### config.mk
export PLATFORM = sky130hd
export DESIGN_NAME = comm_fault_supervisor
export DESIGN_NICKNAME = d
export VERILOG_FILES = /design/src/rtl/comm_fault_pkg.sv /design/src/rtl/fault_wait_timer.sv /design/src/rtl/fault_counter_store.sv /design/src/rtl/comm_fault_supervisor.sv
export VERILOG_INCLUDE_DIRS = /design/src /design/src/rtl
export SDC_FILE = /design/constraint.sdc
export NUM_CORES = 1
export LEC_CHECK = 0
export ABC_AREA = 1
export BUFFER_PORTS_ARGS = -buffer_cell sky130_fd_sc_hd__buf_4
export CAP_MARGIN = 20
export CORE_ASPECT_RATIO = 1.25
export CORE_UTILIZATION = 40
export CTS_BUF_LIST = sky130_fd_sc_hd__clkbuf_4
export CTS_CLUSTER_SIZE = 16
export DETAILED_ROUTE_END_ITERATION = 6
export GPL_TIMING_DRIVEN = 0
export MAX_ROUTING_LAYER = met4
export PLACE_DENSITY_LB_ADDON = 0.05
export SLEW_MARGIN = 15
export SYNTH_ARGS = -nofsm -noshare
export SYNTH_HDL_FRONTEND = slang
export SYNTH_SLANG_ARGS = --single-unit
### constraint.sdc
create_clock -name mclk -period 1.8 [get_ports mclk]
set_input_delay 0.09 -clock mclk [delete_from_list [all_inputs] [get_ports mclk]]
set_output_delay 0.09 -clock mclk [all_outputs]
set_load 0.05 [all_outputs]
### src/rtl/comm_fault_defs.svh
// Constants of the communication fault supervisor
// Functional notes
// [RQ1] Line fault counts as error only after outlasting the wait interval; interval resets to 0.
// [RQ2] Line recovering inside the interval raises no error; running continues.
// [RQ3] Inside the interval: keep running, normal indication, no fault output.
// [RQ4] Each line fault onset adds one to the fault counter.
// [RQ5] Counter runs 0..65535 and wraps to zero.
// [RQ6] Writing zero clears the counter; other values are refused.
// [RQ7] Counter copied to nonvolatile store hourly; reset reloads the copy.
// [RQ8] Stop mode accepts 0..3, zero after reset.
// [RQ9] After the interval: mode 0 coast+fault, 1 decel+fault, 2 decel+warning, 3 continue.
// [RQ10] Option fault: modes 0,3 coast with fault; modes 1,2 decel then fault.
// [RQ11] On clearing: modes 0,1 stay tripped, 2 restarts, 3 continues; option stays tripped.
// [RQ12] Line fault recorded as code A1, option circuit fault as code F1.
// [RQ13] Fault output drives alarm output and network fault bit together.
// [RQ14] History kept only with fault output; otherwise written temporarily.
// [RQ15] After non-latching fault clears, normal display and last fault shown.
// [RQ16] Ramps use ordinary decel and accel times.
// [RQ17] Mode 2 restart reuses run and speed commands from before the fault.
// [RQ18] Mode 2 line recovery during decel resumes acceleration at once.
// [RQ19] Line fault stops data traffic always; trips only in network operation.
// [RQ20] Connection fault trips in all modes, traffic continues.
// [RQ21] Selectable reactions apply under network operation.
// [RQ22] Line and option fault codes shown until the operator clears them.
// [RQ23] Wait timer counts tenth-second ticks, restarts per onset, clears on recovery.
`ifndef COMM_FAULT_DEFS_SVH
`define COMM_FAULT_DEFS_SVH
`define CLK_KHZ        40000
`define TICK_MS        100
`define TICK_CYC       (`TICK_MS * `CLK_KHZ)
`define HOUR_S         3600
`define HOUR_TICKS     (`HOUR_S * 1000 / `TICK_MS)
`define WAIT_MAX       14'h270E
`define WAIT_RST       14'h0000
`define MODE_RST       2'h0
`define CODE_LINE      8'hA1
`define CODE_OPT       8'hF1
`define CODE_NONE      8'h00
`endif

### src/rtl/comm_fault_pkg.sv
// Types of the communication fault supervisor
`default_nettype none
package comm_fault_pkg;
	typedef enum logic [1:0] {OPM_PU = 2'h0, OPM_EXT = 2'h1, OPM_NET = 2'h2} op_mode_t;
	typedef enum logic [1:0] {DSP_NORMAL = 2'h0, DSP_LINE = 2'h1, DSP_OPT = 2'h2, DSP_WARN = 2'h3} disp_t;
	typedef enum logic [2:0] {
		ST_RUN   = 3'h0,
		ST_WAIT  = 3'h1,
		ST_COAST = 3'h2,
		ST_DECEL = 3'h3,
		ST_TRIP  = 3'h4,
		ST_WARN  = 3'h5,
		ST_PASS  = 3'h6
	} sup_st_t;
endpackage : comm_fault_pkg
`default_nettype wire

### src/rtl/fault_wait_timer.sv
// Wait timer that measures a line fault in tenth-second ticks
`timescale 1ns/100ps
`default_nettype none
module fault_wait_timer
(
	// Clock and reset
	input  wire logic        mclk,
	input  wire logic        rst_n,
	// Control
	input  wire logic        tick,
	input  wire logic        restart,
	input  wire logic        active,
	input  wire logic [13:0] interval,
	// Result
	output logic             expired
);
	logic [13:0] ticks_q;
	logic [13:0] ticks_d;

	// Restart on onset, clear on recovery, saturate at the top
	always_comb
	begin
		ticks_d = ticks_q;
		if (restart || !active)
			ticks_d = 14'h0000; // [RQ23]
		else if (tick && ticks_q != 14'h3FFF)
			ticks_d = ticks_q + 14'h0001; // [RQ23]
	end

	always_ff @(posedge mclk)
	begin
		if (!rst_n)
			ticks_q <= 14'h0000;
		else
			ticks_q <= ticks_d;
	end

	// Expiry once the elapsed ticks reach the interval
	assign expired = active && !restart && (ticks_q >= interval); // [RQ1]
endmodule : fault_wait_timer
`default_nettype wire

### src/rtl/fault_counter_store.sv
// Cumulative line fault counter with hourly nonvolatile copy
`timescale 1ns/100ps
`include "comm_fault_defs.svh"
`default_nettype none
module fault_counter_store
#(
	parameter int HOUR_TICKS = `HOUR_TICKS
)
(
	// Clock and reset
	input  wire logic        mclk,
	input  wire logic        rst_n,
	// Events
	input  wire logic        tick,
	input  wire logic        onset,
	input  wire logic        wr,
	input  wire logic [15:0] wdata,
	// Nonvolatile store
	input  wire logic [15:0] nv_rd_data,
	output logic             nv_wr,
	output logic [15:0]      nv_wr_data,
	// Count
	output logic [15:0]      count
);
	logic [15:0] cnt_q;
	logic [15:0] cnt_d;
	logic [31:0] hour_q;
	logic [31:0] hour_d;
	logic        nvw_q;
	logic        nvw_d;
	logic        clr;

	assign clr = wr && (wdata == 16'h0000); // [RQ6]

	// Count onsets; an onset in the clearing cycle survives
	always_comb
	begin
		hour_d = hour_q;
		nvw_d  = 1'b0;
		if (clr)
			cnt_d = onset ? 16'h0001 : 16'h0000; // [RQ6]
		else
			cnt_d = cnt_q + {15'h0000, onset}; // [RQ4] [RQ5]
		if (tick)
		begin
			if (hour_q >= 32'(HOUR_TICKS - 1))
			begin
				hour_d = 32'h0000_0000;
				nvw_d  = 1'b1; // [RQ7]
			end
			else
				hour_d = hour_q + 32'h0000_0001;
		end
	end

	always_ff @(posedge mclk)
	begin
		if (!rst_n)
		begin
			cnt_q  <= nv_rd_data; // [RQ7]
			hour_q <= 32'h0000_0000;
			nvw_q  <= 1'b0;
		end
		else
		begin
			cnt_q  <= cnt_d;
			hour_q <= hour_d;
			nvw_q  <= nvw_d;
		end
	end

	assign nv_wr      = nvw_q;
	assign nv_wr_data = cnt_q;
	assign count      = cnt_q;
endmodule : fault_counter_store
`default_nettype wire

### src/rtl/comm_fault_supervisor.sv
// Supervisor that decides the drive reaction to fieldbus faults
`timescale 1ns/100ps
`include "comm_fault_defs.svh"
`default_nettype none
module comm_fault_supervisor
	import comm_fault_pkg::*;
#(
	parameter int TICK_CYC   = `TICK_CYC,
	parameter int HOUR_TICKS = `HOUR_TICKS
)
(
	// Clock and reset
	input  wire logic        mclk,
	input  wire logic        rst_n,
	// Settings writes
	input  wire logic        wait_wr,
	input  wire logic [13:0] wait_wdata,
	input  wire logic        mode_wr,
	input  wire logic [1:0]  mode_wdata,
	input  wire logic        cnt_wr,
	input  wire logic [15:0] cnt_wdata,
	// Fault sources and drive state
	input  wire logic        line_fault,
	input  wire logic        opt_fault,
	input  wire logic        conn_fault,
	input  wire op_mode_t    op_mode,
	input  wire logic        stopped,
	input  wire logic        fault_clear,
	// Commands from the master
	input  wire logic        run_cmd,
	input  wire logic [15:0] speed_cmd,
	// Nonvolatile store
	input  wire logic [15:0] nv_rd_data,
	output logic             nv_wr,
	output logic [15:0]      nv_wr_data,
	// Settings read back
	output logic [13:0]      fault_wait_interval,
	output logic [15:0]      fault_event_counter,
	output logic [1:0]       fault_stop_mode,
	// Drive reaction
	output logic             coast_stop,
	output logic             decel_stop,
	output logic             run_out,
	output logic [15:0]      speed_out,
	output logic             comm_active,
	// Indication and alarms
	output disp_t            disp,
	output logic             alarm_relay_output,
	output logic             net_fault_bit,
	// Fault history
	output logic             hist_wr,
	output logic             hist_keep,
	output logic [7:0]       hist_code,
	output logic [7:0]       hist_last
);
	sup_st_t     st_q;
	sup_st_t     st_d;
	logic        src_opt_q;
	logic        src_opt_d;
	logic [13:0] wait_q;
	logic [13:0] wait_d;
	logic [1:0]  mode_q;
	logic [1:0]  mode_d;
	logic [31:0] pre_q;
	logic [31:0] pre_d;
	logic        tick;
	logic        line_q;
	logic        onset;
	logic        expired;
	logic        net;
	logic        opt_trip;
	logic        hwr_d;
	logic        hwr_q;
	logic        hkeep_d;
	logic        hkeep_q;
	logic [7:0]  hcode_d;
	logic [7:0]  hcode_q;
	logic [7:0]  hlast_d;
	logic [7:0]  hlast_q;
	logic        run_d;
	logic        run_q;
	logic [15:0] spd_d;
	logic [15:0] spd_q;
	logic        sav_run_d;
	logic        sav_run_q;
	logic [15:0] sav_spd_d;
	logic [15:0] sav_spd_q;
	logic        comm_d;
	logic        comm_q;

	// Stop style for an option fault by mode: coast for 0 and 3
	function automatic sup_st_t opt_reaction(input logic [1:0] m);
		opt_reaction = (m == 2'h0 || m == 2'h3) ? ST_COAST : ST_DECEL;
	endfunction : opt_reaction

	// True when the state carries the fault output
	function automatic logic fault_out(input sup_st_t s);
		fault_out = (s == ST_COAST) || (s == ST_TRIP);
	endfunction : fault_out

	assign net      = (op_mode == OPM_NET);
	assign onset    = line_fault && !line_q;
	// Connection fault trips everywhere, option circuit fault only under network
	assign opt_trip = conn_fault || (opt_fault && net); // [RQ20] [RQ19]

	// Tenth-second prescaler and settings
	always_comb
	begin
		pre_d  = pre_q + 32'h0000_0001;
		wait_d = wait_q;
		mode_d = mode_q;
		if (pre_q >= 32'(TICK_CYC - 1))
			pre_d = 32'h0000_0000;
		if (wait_wr && wait_wdata <= `WAIT_MAX)
			wait_d = wait_wdata; // [RQ1]
		if (mode_wr)
			mode_d = mode_wdata; // [RQ8]
	end
	assign tick = (pre_q >= 32'(TICK_CYC - 1)); // [RQ23]

	always_ff @(posedge mclk)
	begin
		if (!rst_n)
		begin
			pre_q  <= 32'h0000_0000;
			wait_q <= `WAIT_RST;
			mode_q <= `MODE_RST;
			line_q <= 1'b0;
		end
		else
		begin
			pre_q  <= pre_d;
			wait_q <= wait_d;
			mode_q <= mode_d;
			line_q <= line_fault;
		end
	end

	// Line fault wait timer
	fault_wait_timer u_wait
	(
		.mclk     (mclk),
		.rst_n    (rst_n),
		.tick     (tick),
		.restart  (onset),
		.active   (line_fault),
		.interval (wait_q),
		.expired  (expired)
	);

	// Cumulative fault counter
	fault_counter_store #(.HOUR_TICKS(HOUR_TICKS)) u_cnt
	(
		.mclk       (mclk),
		.rst_n      (rst_n),
		.tick       (tick),
		.onset      (onset),
		.wr         (cnt_wr),
		.wdata      (cnt_wdata),
		.nv_rd_data (nv_rd_data),
		.nv_wr      (nv_wr),
		.nv_wr_data (nv_wr_data),
		.count      (fault_event_counter)
	);

	// Reaction state machine
	always_comb
	begin
		st_d      = st_q;
		src_opt_d = src_opt_q;
		case (st_q)
			ST_RUN, ST_WAIT, ST_PASS:
			begin
				if (opt_trip)
				begin
					src_opt_d = 1'b1;
					st_d      = opt_reaction(mode_q); // [RQ10]
				end
				else if (st_q == ST_RUN)
				begin
					if (line_fault && net) // [RQ21] [RQ19]
						st_d = ST_WAIT; // [RQ3]
				end
				else if (!line_fault || !net)
					st_d = ST_RUN; // [RQ2] [RQ11]
				else if (st_q == ST_WAIT && expired)
				begin
					src_opt_d = 1'b0;
					case (mode_q) // [RQ9]
						2'h0:    st_d = ST_COAST;
						2'h3:    st_d = ST_PASS;
						default: st_d = ST_DECEL;
					endcase
				end
			end
			ST_COAST:
			begin
				if (stopped)
					st_d = ST_TRIP;
			end
			ST_DECEL:
			begin
				if (!src_opt_q && mode_q == 2'h2 && !line_fault)
					st_d = ST_RUN; // [RQ18]
				else if (stopped)
					st_d = (!src_opt_q && mode_q == 2'h2) ? ST_WARN : ST_TRIP; // [RQ9] [RQ10]
			end
			ST_TRIP:
			begin
				if (fault_clear && !line_fault && !opt_trip)
					st_d = ST_RUN; // [RQ22] [RQ11]
			end
			ST_WARN:
			begin
				if (!line_fault)
					st_d = ST_RUN; // [RQ11] [RQ15]
			end
			default:
				st_d = ST_RUN;
		endcase
	end

	always_ff @(posedge mclk)
	begin
		if (!rst_n)
		begin
			st_q      <= ST_RUN;
			src_opt_q <= 1'b0;
		end
		else
		begin
			st_q      <= st_d;
			src_opt_q <= src_opt_d;
		end
	end

	// Fault history, command hold and data traffic
	always_comb
	begin
		hwr_d     = 1'b0;
		hkeep_d   = hkeep_q;
		hcode_d   = hcode_q;
		hlast_d   = hlast_q;
		sav_run_d = sav_run_q;
		sav_spd_d = sav_spd_q;
		if (fault_out(st_d) && !fault_out(st_q))
		begin
			hwr_d   = 1'b1;
			hkeep_d = 1'b1; // [RQ14]
			hcode_d = src_opt_d ? `CODE_OPT : `CODE_LINE; // [RQ12]
			hlast_d = hcode_d;
		end
		else if (st_d == ST_WARN && st_q != ST_WARN)
		begin
			hwr_d   = 1'b1;
			hkeep_d = 1'b0; // [RQ14]
			hcode_d = `CODE_LINE; // [RQ12]
			hlast_d = `CODE_LINE; // [RQ15]
		end
		if (st_q == ST_RUN && !line_fault)
		begin
			sav_run_d = run_cmd; // [RQ17]
			sav_spd_d = speed_cmd;
		end
		// Saved commands drive the drive until it is back in ST_RUN with a clean line
		run_d = (st_q == ST_RUN && !line_fault) ? run_cmd : sav_run_q; // [RQ17]
		spd_d = (st_q == ST_RUN && !line_fault) ? speed_cmd : sav_spd_q;
		comm_d = !line_fault && !(opt_fault && !conn_fault); // [RQ19] [RQ20]
	end

	always_ff @(posedge mclk)
	begin
		if (!rst_n)
		begin
			hwr_q     <= 1'b0;
			hkeep_q   <= 1'b0;
			hcode_q   <= `CODE_NONE;
			hlast_q   <= `CODE_NONE;
			run_q     <= 1'b0;
			spd_q     <= 16'h0000;
			sav_run_q <= 1'b0;
			sav_spd_q <= 16'h0000;
			comm_q    <= 1'b0;
		end
		else
		begin
			hwr_q     <= hwr_d;
			hkeep_q   <= hkeep_d;
			hcode_q   <= hcode_d;
			hlast_q   <= hlast_d;
			run_q     <= run_d;
			spd_q     <= spd_d;
			sav_run_q <= sav_run_d;
			sav_spd_q <= sav_spd_d;
			comm_q    <= comm_d;
		end
	end

	// Outputs; ramps use the drive's ordinary times
	assign coast_stop          = (st_q == ST_COAST) || (st_q == ST_TRIP);
	assign decel_stop          = (st_q == ST_DECEL) || (st_q == ST_WARN); // [RQ16]
	assign run_out             = run_q && (st_q == ST_RUN || st_q == ST_WAIT || st_q == ST_PASS); // [RQ3]
	assign speed_out           = spd_q;
	assign comm_active         = comm_q;
	assign alarm_relay_output  = fault_out(st_q); // [RQ13]
	assign net_fault_bit       = fault_out(st_q); // [RQ13]
	assign disp                = fault_out(st_q) ? (src_opt_q ? DSP_OPT : DSP_LINE) :
	                             (st_q == ST_WARN) ? DSP_WARN : DSP_NORMAL; // [RQ22] [RQ15]
	assign hist_wr             = hwr_q;
	assign hist_keep           = hkeep_q;
	assign hist_code           = hcode_q;
	assign hist_last           = hlast_q;
	assign fault_wait_interval = wait_q;
	assign fault_stop_mode     = mode_q;
endmodule : comm_fault_supervisor
`default_nettype wire

==> impl_results.md, run 1 <==
* DRT iter0 DRCs at 367
* Hpwl dp at 13.39 mm
* Min Tclk post-route at 1.997 ns
* Sw Share at 35.15%
* Internal Power at 4893 µW
* Clk buf depth at 2
* Ys flop type: dfxtp_1
* CTS buffer count at 17
* Combinational share of power at 29.6%
* Netlist cell types at 47
* Synth area leaders: dfxtp_1, nand2_1, inv_1
* Core area at 16330 µm²
* First-pass GRT wire length at 30.63 mm
* Routed Antenna Nets at 0
* Slew @ Worst Pin at 0.7403 ns
* Number of global-route vias before repair at 6747
* Clk slew on worst S/H paths at 0.11 ns
* Critical path type: register to register
* DRC Markers at 0
* FFs w/ async S/R, synth at 0%
* Worst setup margin at -0.1968 ns
* N_diodes at 0
* Area leader, netlist: dfxtp_1
* H-tree level count at 4
* Status: finished, violations left
* Placer Congestion at 0.8846
* Peak VDD IR at 0.5882 mV
* Startpoint Class: register
* Final #Nets at 1348
* Total Routing Usage GR at 22.60%
* Setup TNS Final at -5.107 ns
* Final core utilization at 66.46%
* Die footprint at 17300 µm²
* Hold Path Class: input pin to register
* FP Rows at 52
* Flops & latches, synth at 138
* CTS Root Cell: clkbuf_4
* Final Cycle Share at 110.9%
* Power per Cell Area at 695.1 nW/µm²
* CP endpoint kind: register
* FILL cells at 1382
* Mapped cell area at 6711 µm²
* Post-synthesis sequential area ratio at 41.16%
* I/O Pins at 168
* Max Cap Viol at 0
* Die width at 117.9 µm
* Max Freq at 0.5008 GHz
* Clock Latency Late Sink at 0.56 ns
* Port bufs at 160
* Layout cells sized above 1 at 43.11%
* Setup violations, final at 70
* Sink Count at 138
* Sequential fraction of design power at 44.6%
* Post-route cell area at 10850 µm²
* Area share of the largest cell type after synthesis at 41.16%
* Multi-input gate area at 4001 µm²
* Via Count at 7019
* Arr. time, crit path at 2.49 ns
* Leak at 0.004617 µW
* Critical Path RT at 2.30 ns
* DRT Pass-1 Iters at 4
* Hold Vio Cnt, Final at 0
* Die Y at 146.8 µm
* Synthesized area per cell at 7.319 µm²
* Violated checks: negative setup slack
* Largest net degree at the start of global routing at 17
* YS warnings at 0
* Vias per std cell at 4.749
* Pins Over Slew Limit at 0
* CTS tree: done
* Final WL at 19.81 mm
* Initial antenna violation count at 0
* Register area at 2851 µm²
* Routed WL per cell at 13.40 µm
* Clock Skew at 0.01909 ns
* Area grow syn2layout at 61.73%
* Unrepaired setup endpoints after global routing: yes
* Area after DPL at 8399 µm²
* Crit-path max FO at 3
* Starting Density at 41.10%
* Grt total ovfl at 0
* Max-slew headroom at 50.65%
* Clock share of power at 25.8%
* Post-synth EDFFs at 0
* Cells after Synth at 917
* Switch Pwr at 2652 µW
## flip-flops by register name, indices dropped and copies added, names as in the netlist
register / cells
line_q: 1
pre_q: 32
u_cnt.count: 16
fault_stop_mode: 2
st_q: 3
u_cnt.hour_q: 32
hist_last: 2
sav_run_q: 1
u_cnt.nv_wr: 1
hist_wr: 1
sav_spd_q: 16
comm_active: 1
fault_wait_interval: 14
u_wait.ticks_q: 14
hist_keep: 1
src_opt_q: 1
## critical path, cell delays in order, from the launching register on
cell and delay [ns]:
dfxtp_4 0.36, inv_2 0.05, ha_4 0.27, nand2_4 0.05
nor2_4 0.11, nand3_2 0.08, nor2_2 0.11, nand2_1 0.06
nand2_2 0.13, nand3_2 0.07, nand2_1 0.06, nand2_1 0.05
nand2_2 0.08, nand2_4 0.06, nor2_4 0.10, nand2_2 0.08
nand2_2 0.07, nand2_2 0.06, nand2_1 0.08
## final cells by class
type / instances / area share, %
clock inverters: 11 / 0.9683
plain buffers: 50 / 3.158
multi-input cells: 603 / 36.86
repair buffers: 301 / 23.93
flip-flops and latches: 138 / 26.27
clock buffers: 20 / 1.383
well taps: 216 / 2.490
inverters: 139 / 4.934
## kinds of logic (layout without fill, tap and decap cells)
family | after synthesis | after routing | share of synthesized area, %
AO/OA/AOI/OAI | 162 | 162 | 13.50
XOR/XNOR | 8 | 8 | 1.044
adder cells (fa/ha/maj) | 21 | 21 | 3.915
buffers and inverters | 191 | 521 | 12.53
flip-flops | 138 | 138 | 41.16
other | 1 | 16 | 0.05587
AND/OR/NAND/NOR | 396 | 396 | 27.80
## cell usage in the layout, fill, tap and decap left out, types with 7 or more instances in the layout
cell           synthesis  layout
nor2_4                 5      26
a21oi_2                0      20
inv_2                 14      18
o21ai_1               21      18
nor3_2                 1       7
nand3_2                6      18
nor3_1                18       8
a21oi_1               82      62
buf_4                 32     237
clkinv_2               0       7
dfxtp_2                0      29
o21ai_0               30      23
ha_4                   0      11
conb_1                 1      16
nand3_1               48      31
buf_6                  0      32
nand2_2                5      25
dfxtp_4                0      14
o21ai_2                0      10
nand2_4                0       8
clkbuf_1              12      12
dlygate4sd3_1          0      59
nor2_1                96      69
ha_1                  21      10
nand2_1              158     129
nor2_2                 8      14
inv_1                124     116
clkbuf_4               0      20
dfxtp_1              138      95
nand4_1               18      18
## power groups by stage
stage | clock network [µW] | registers [µW] | logic, µW
finish | 1950 | 3360 | 2230
global placement | 0 | 3430 | 1950
global route | 2150 | 3390 | 2370
floorplan | 0 | 3820 | 934
CTS | 2020 | 3360 | 2150
detailed placement | 0 | 3430 | 1960
## routing by layer
layer / track usage, % / up-vias / wire (µm)
li1: - / 3611 / -
met1: 24.23 / 3229 / 8082
met2: 40.62 / 147 / 10550
met3: 4.930 / 32 / 781
met4: 8.205 / 0 / 395
met5: - / - / 0
## what timing repair did
action                                  in CTS  in global routing
endpoints found under the setup margin      82                 98
hold buffers                                59                  0
endpoints found under the hold margin       52                  0
setup buffers                               60                 26
resized for setup                          112                148
gates cloned                                 2                  1
pin swaps                                   50                 73
## stage by stage
| step | power, µW | setup WS [ns] | hold slack [ns] | cells |
|---|---|---|---|---|
| 5_1_grt | 7907 | -0.3731 | 0.04803 | 1478 |
| 3_5_place_dp | 5391 | -0.4504 | 0.2940 | 1308 |
| 3_3_place_gp | 5386 | -0.4602 | 0.2911 | 1308 |
| 2_1_floorplan | 4753 | -0.1955 | 0.1685 | 932 |
| 4_1_cts | 7531 | -0.2318 | 0.006370 | 1460 |
| 6_report | 7545 | -0.1968 | 0.05757 | 1478 |
## synth_stat cells (4+ instances only)
master	instances
nand3_2	6
o21a_1	4
nor2_4	5
ha_1	21
buf_4	32
inv_2	14
o21ai_1	21
nor2_1	96
a32o_1	5
buf_1	5
o21ai_0	30
clkbuf_1	12
nor2_2	8
dfxtp_1	138
nor3b_1	6
nor3_1	18
xor2_1	5
nand2_2	5
inv_1	124
nor4_1	8
a211oi_1	7
a21oi_1	82
nand4_2	4
nand4_1	18
nand2_1	158
nand3_1	48
## final timing paths
path,from,end,slack [ns],depth (start not counted)
worst max-delay path,fault_wait_interval[11]$_SDFFE_PN0P_,hist_last[5]$_SDFFE_PN0P_,-0.20,18
worst min-delay path,conn_fault,src_opt_q$_SDFF_PN0_,0.06,5
worst max register to register,fault_wait_interval[11]$_SDFFE_PN0P_,hist_last[5]$_SDFFE_PN0P_,-0.20,18
worst min register to register,sav_spd_q[2]$_SDFFE_PN0P_,sav_spd_q[2]$_SDFFE_PN0P_,0.46,2
No activity file was read; power rests on OpenSTA's default activity.
==> run 2, diff against run 1 <==
Settings changed: ABC_AREA 1 to unset, PLACE_DENSITY set to 0.65, PLACE_DENSITY_LB_ADDON 0.05 to unset.
==> impl_results.md, run 2 <==
* Final WL at 19.99 mm
* Final Cycle Share at 117.4%
* Simple-Gate Fraction of Synth Area at 23.62%
* YS warnings at 0
* Routed Antenna Nets at 0
* DRC Markers at 0
* Slew @ Worst Pin at 0.6778 ns
* RR Startpoint: st_q[1]$_SDFF_PN0_
* Crit. Startpoint: st_q[1]$_SDFF_PN0_
* Max-slew headroom at 54.81%
* Largest family of logic cells by synthesized area: simple AND/OR/NAND/NOR gates
* Sink Count at 138
* Post-synth top cells: dfxtp_1, nor2_1, nand2_1
* Most frequent cell after synthesis: dfxtp_1
* Critical path type: register to register
* Core area at 16200 µm²
* Power per Cell Area at 688.1 nW/µm²
* Max Cap Viol at 0
* Hold slack final at 0.05403 ns
* Mapped cell area at 6636 µm²
* CTS buffer count at 17
* Clock share of power at 28.9%
* Die Y at 146.0 µm
* Layout cells sized above 1 at 45.95%
* Worst setup margin at -0.3137 ns
* Die width at 117.2 µm
* Hold Vio Cnt, Final at 0
* CTS Root Cell: clkbuf_4
* Post-route cell area at 11000 µm²
* Leak at 0.004365 µW
* Starting Density at 40.96%
* Clock Latency Late Sink at 0.58 ns
* Clk buf depth at 2
* Setup TNS Final at -10.41 ns
* Cells after Synth at 765
* Netlist cell types at 64
* Sw Share at 33.81%
* Xor and xnor area share after synthesis at 6.071%
* DRT Pass-1 Iters at 4
* Startpoint Class: register
* Critical Path RT at 2.27 ns
* Most frequent cells in the layout: buf_4, dfxtp_1, nand2_1, dlygate4sd3_1, a21oi_1
* Sequential fraction of design power at 43.8%
* Arr. time, crit path at 2.59 ns
* Die footprint at 17110 µm²
* Crit-path max FO at 9
* Min-delay src: cnt_wdata[14]
* Grt total ovfl at 0
* Status: finished, violations left
* DP Worst Slack at -0.4852 ns
* Area leader, netlist: dfxtp_1
* Hold Path Class: input pin to register
* DRT iter0 DRCs at 270
* FFs w/ async S/R, synth at 0%
* Final #Nets at 1197
* Switch Pwr at 2560 µW
* Register area at 2884 µm²
* Violated checks: negative setup slack
* FP Rows at 52
* Number of global-route vias before repair at 6723
* Ys flop type: dfxtp_1
* Flops & latches, synth at 138
* Synthesized area per cell at 8.675 µm²
* Unrepaired setup endpoints after global routing: yes
* Internal Power at 5011 µW
* Clock Skew at 0.01550 ns
* Commonest non-fill, non-tap cell in the layout: buf_4
* Area grow syn2layout at 65.80%
* Area after DPL at 8364 µm²
* Min Tclk post-route at 2.114 ns
* Pins Over Slew Limit at 0
* WHS Path Cells at 4
* Total Routing Usage GR at 23.90%
* Largest net degree at the start of global routing at 18
* FILL cells at 1269
* Post-synth EDFFs at 0
* Post-synthesis sequential area ratio at 41.63%
* Peak VDD IR at 0.5628 mV
* Routed WL per cell at 15.04 µm
* I/O Pins at 168
* Top Registers: pre_q: 32 flops, u_cnt.hour_q: 32 flops
* R2R depth at 6
* Synth area leaders: dfxtp_1, nor2_1, a21oi_1
* Overall Power at 7571 µW
* Via Count at 6729
* Multi-input gate area at 4420 µm²
* CTS tree: done
* Combinational share of power at 27.3%
* Area share of the largest cell type after synthesis at 41.63%
* Post-synthesis compound-gate area fraction at 14.93%
* Port bufs at 161
* CP endpoint kind: register
* Max Freq at 0.4731 GHz
* Hpwl dp at 12.27 mm
* Post-synthesis adder-cell area fraction at 3.959%
* Multiplexer share of the synthesized area at 2.734%
* Placer Congestion at 0.8553
* Vias per std cell at 5.063
* Initial antenna violation count at 1
* H-tree level count at 4
* First-pass GRT wire length at 31.32 mm
* Clk slew on worst S/H paths at 0.13 ns
* Setup violations, final at 75
[run 2: final timing paths]
| check | slack (ns) | endpoint |
|---|---|---|
| hold / removal | 0.05 | u_cnt.count[5]$_DFF_P_ |
| setup / recovery | -0.31 | hist_last[6]$_SDFFE_PN0P_ |
| hold reg to reg | 0.46 | sav_spd_q[5]$_SDFFE_PN0P_ |
| setup reg to reg | -0.31 | hist_last[6]$_SDFFE_PN0P_ |
[run 2: power by group through the flow]
stage	Combinational [µW]	Sequential (µW)	Clock [µW]
after floorplan	846	3700	0
after CTS	2000	3310	2230
after global routing	2180	3330	2380
final	2070	3310	2190
after global placement	1720	3370	0
after detailed placement	1730	3370	0
[run 2: cells by family after synthesis]
kind of cell / after synthesis
AND/OR/NAND/NOR: 308
AO/OA/AOI/OAI: 149
flip-flops: 138
buffers and inverters: 84
XOR/XNOR: 46
adder cells (fa/ha/maj): 21
multiplexers: 18
other: 1
[run 2: cell type report]
type / instances / area share [%]
antenna: 1 / 0.02274
buffer: 56 / 4.025
clock buffer: 18 / 1.228
clock inverter: 14 / 1.581
inverter: 27 / 0.9438
multi-input combinational: 558 / 40.17
sequential: 138 / 26.21
tap: 216 / 2.456
timing repair buffer: 301 / 23.36
[run 2: per-stage QoR]
stage	utilization [%]	std cells
after floorplan	-	780
after global placement	51.63	1157
after detailed placement	51.63	1157
after CTS	64.34	1313
after global routing	67.92	1329
final	67.92	1329
[run 2: repair_timing]
item,4_1_cts,5_1_grt
hold buffers,71,0
gates resized for setup,178,114
buffers inserted,47,19
setup endpoints to repair,101,108
hold endpoints to repair,61,0
cloned,7,0
pin swaps,99,46
[run 2: metal layers]
metal / wire length [µm] / part of all wire (%) / vias up / track usage, %
li1: - / - / 3338 / -
met1: 8171 / 41 / 3197 / 26.24
met2: 10750 / 54 / 151 / 41.47
met3: 577 / 2.9 / 43 / 4.359
met4: 497 / 2.5 / 0 / 10.19
met5: 0 / 0 / - / -
[run 2: worst max-delay path, cell delays in order, from the launching register on]
cell	delay, ns
dfxtp_2	0.36
nor2_4	0.22
or4b_2	0.64
a21oi_1	0.29
a221oi_2	0.07
o211ai_2	0.11
mux2_4	0.32
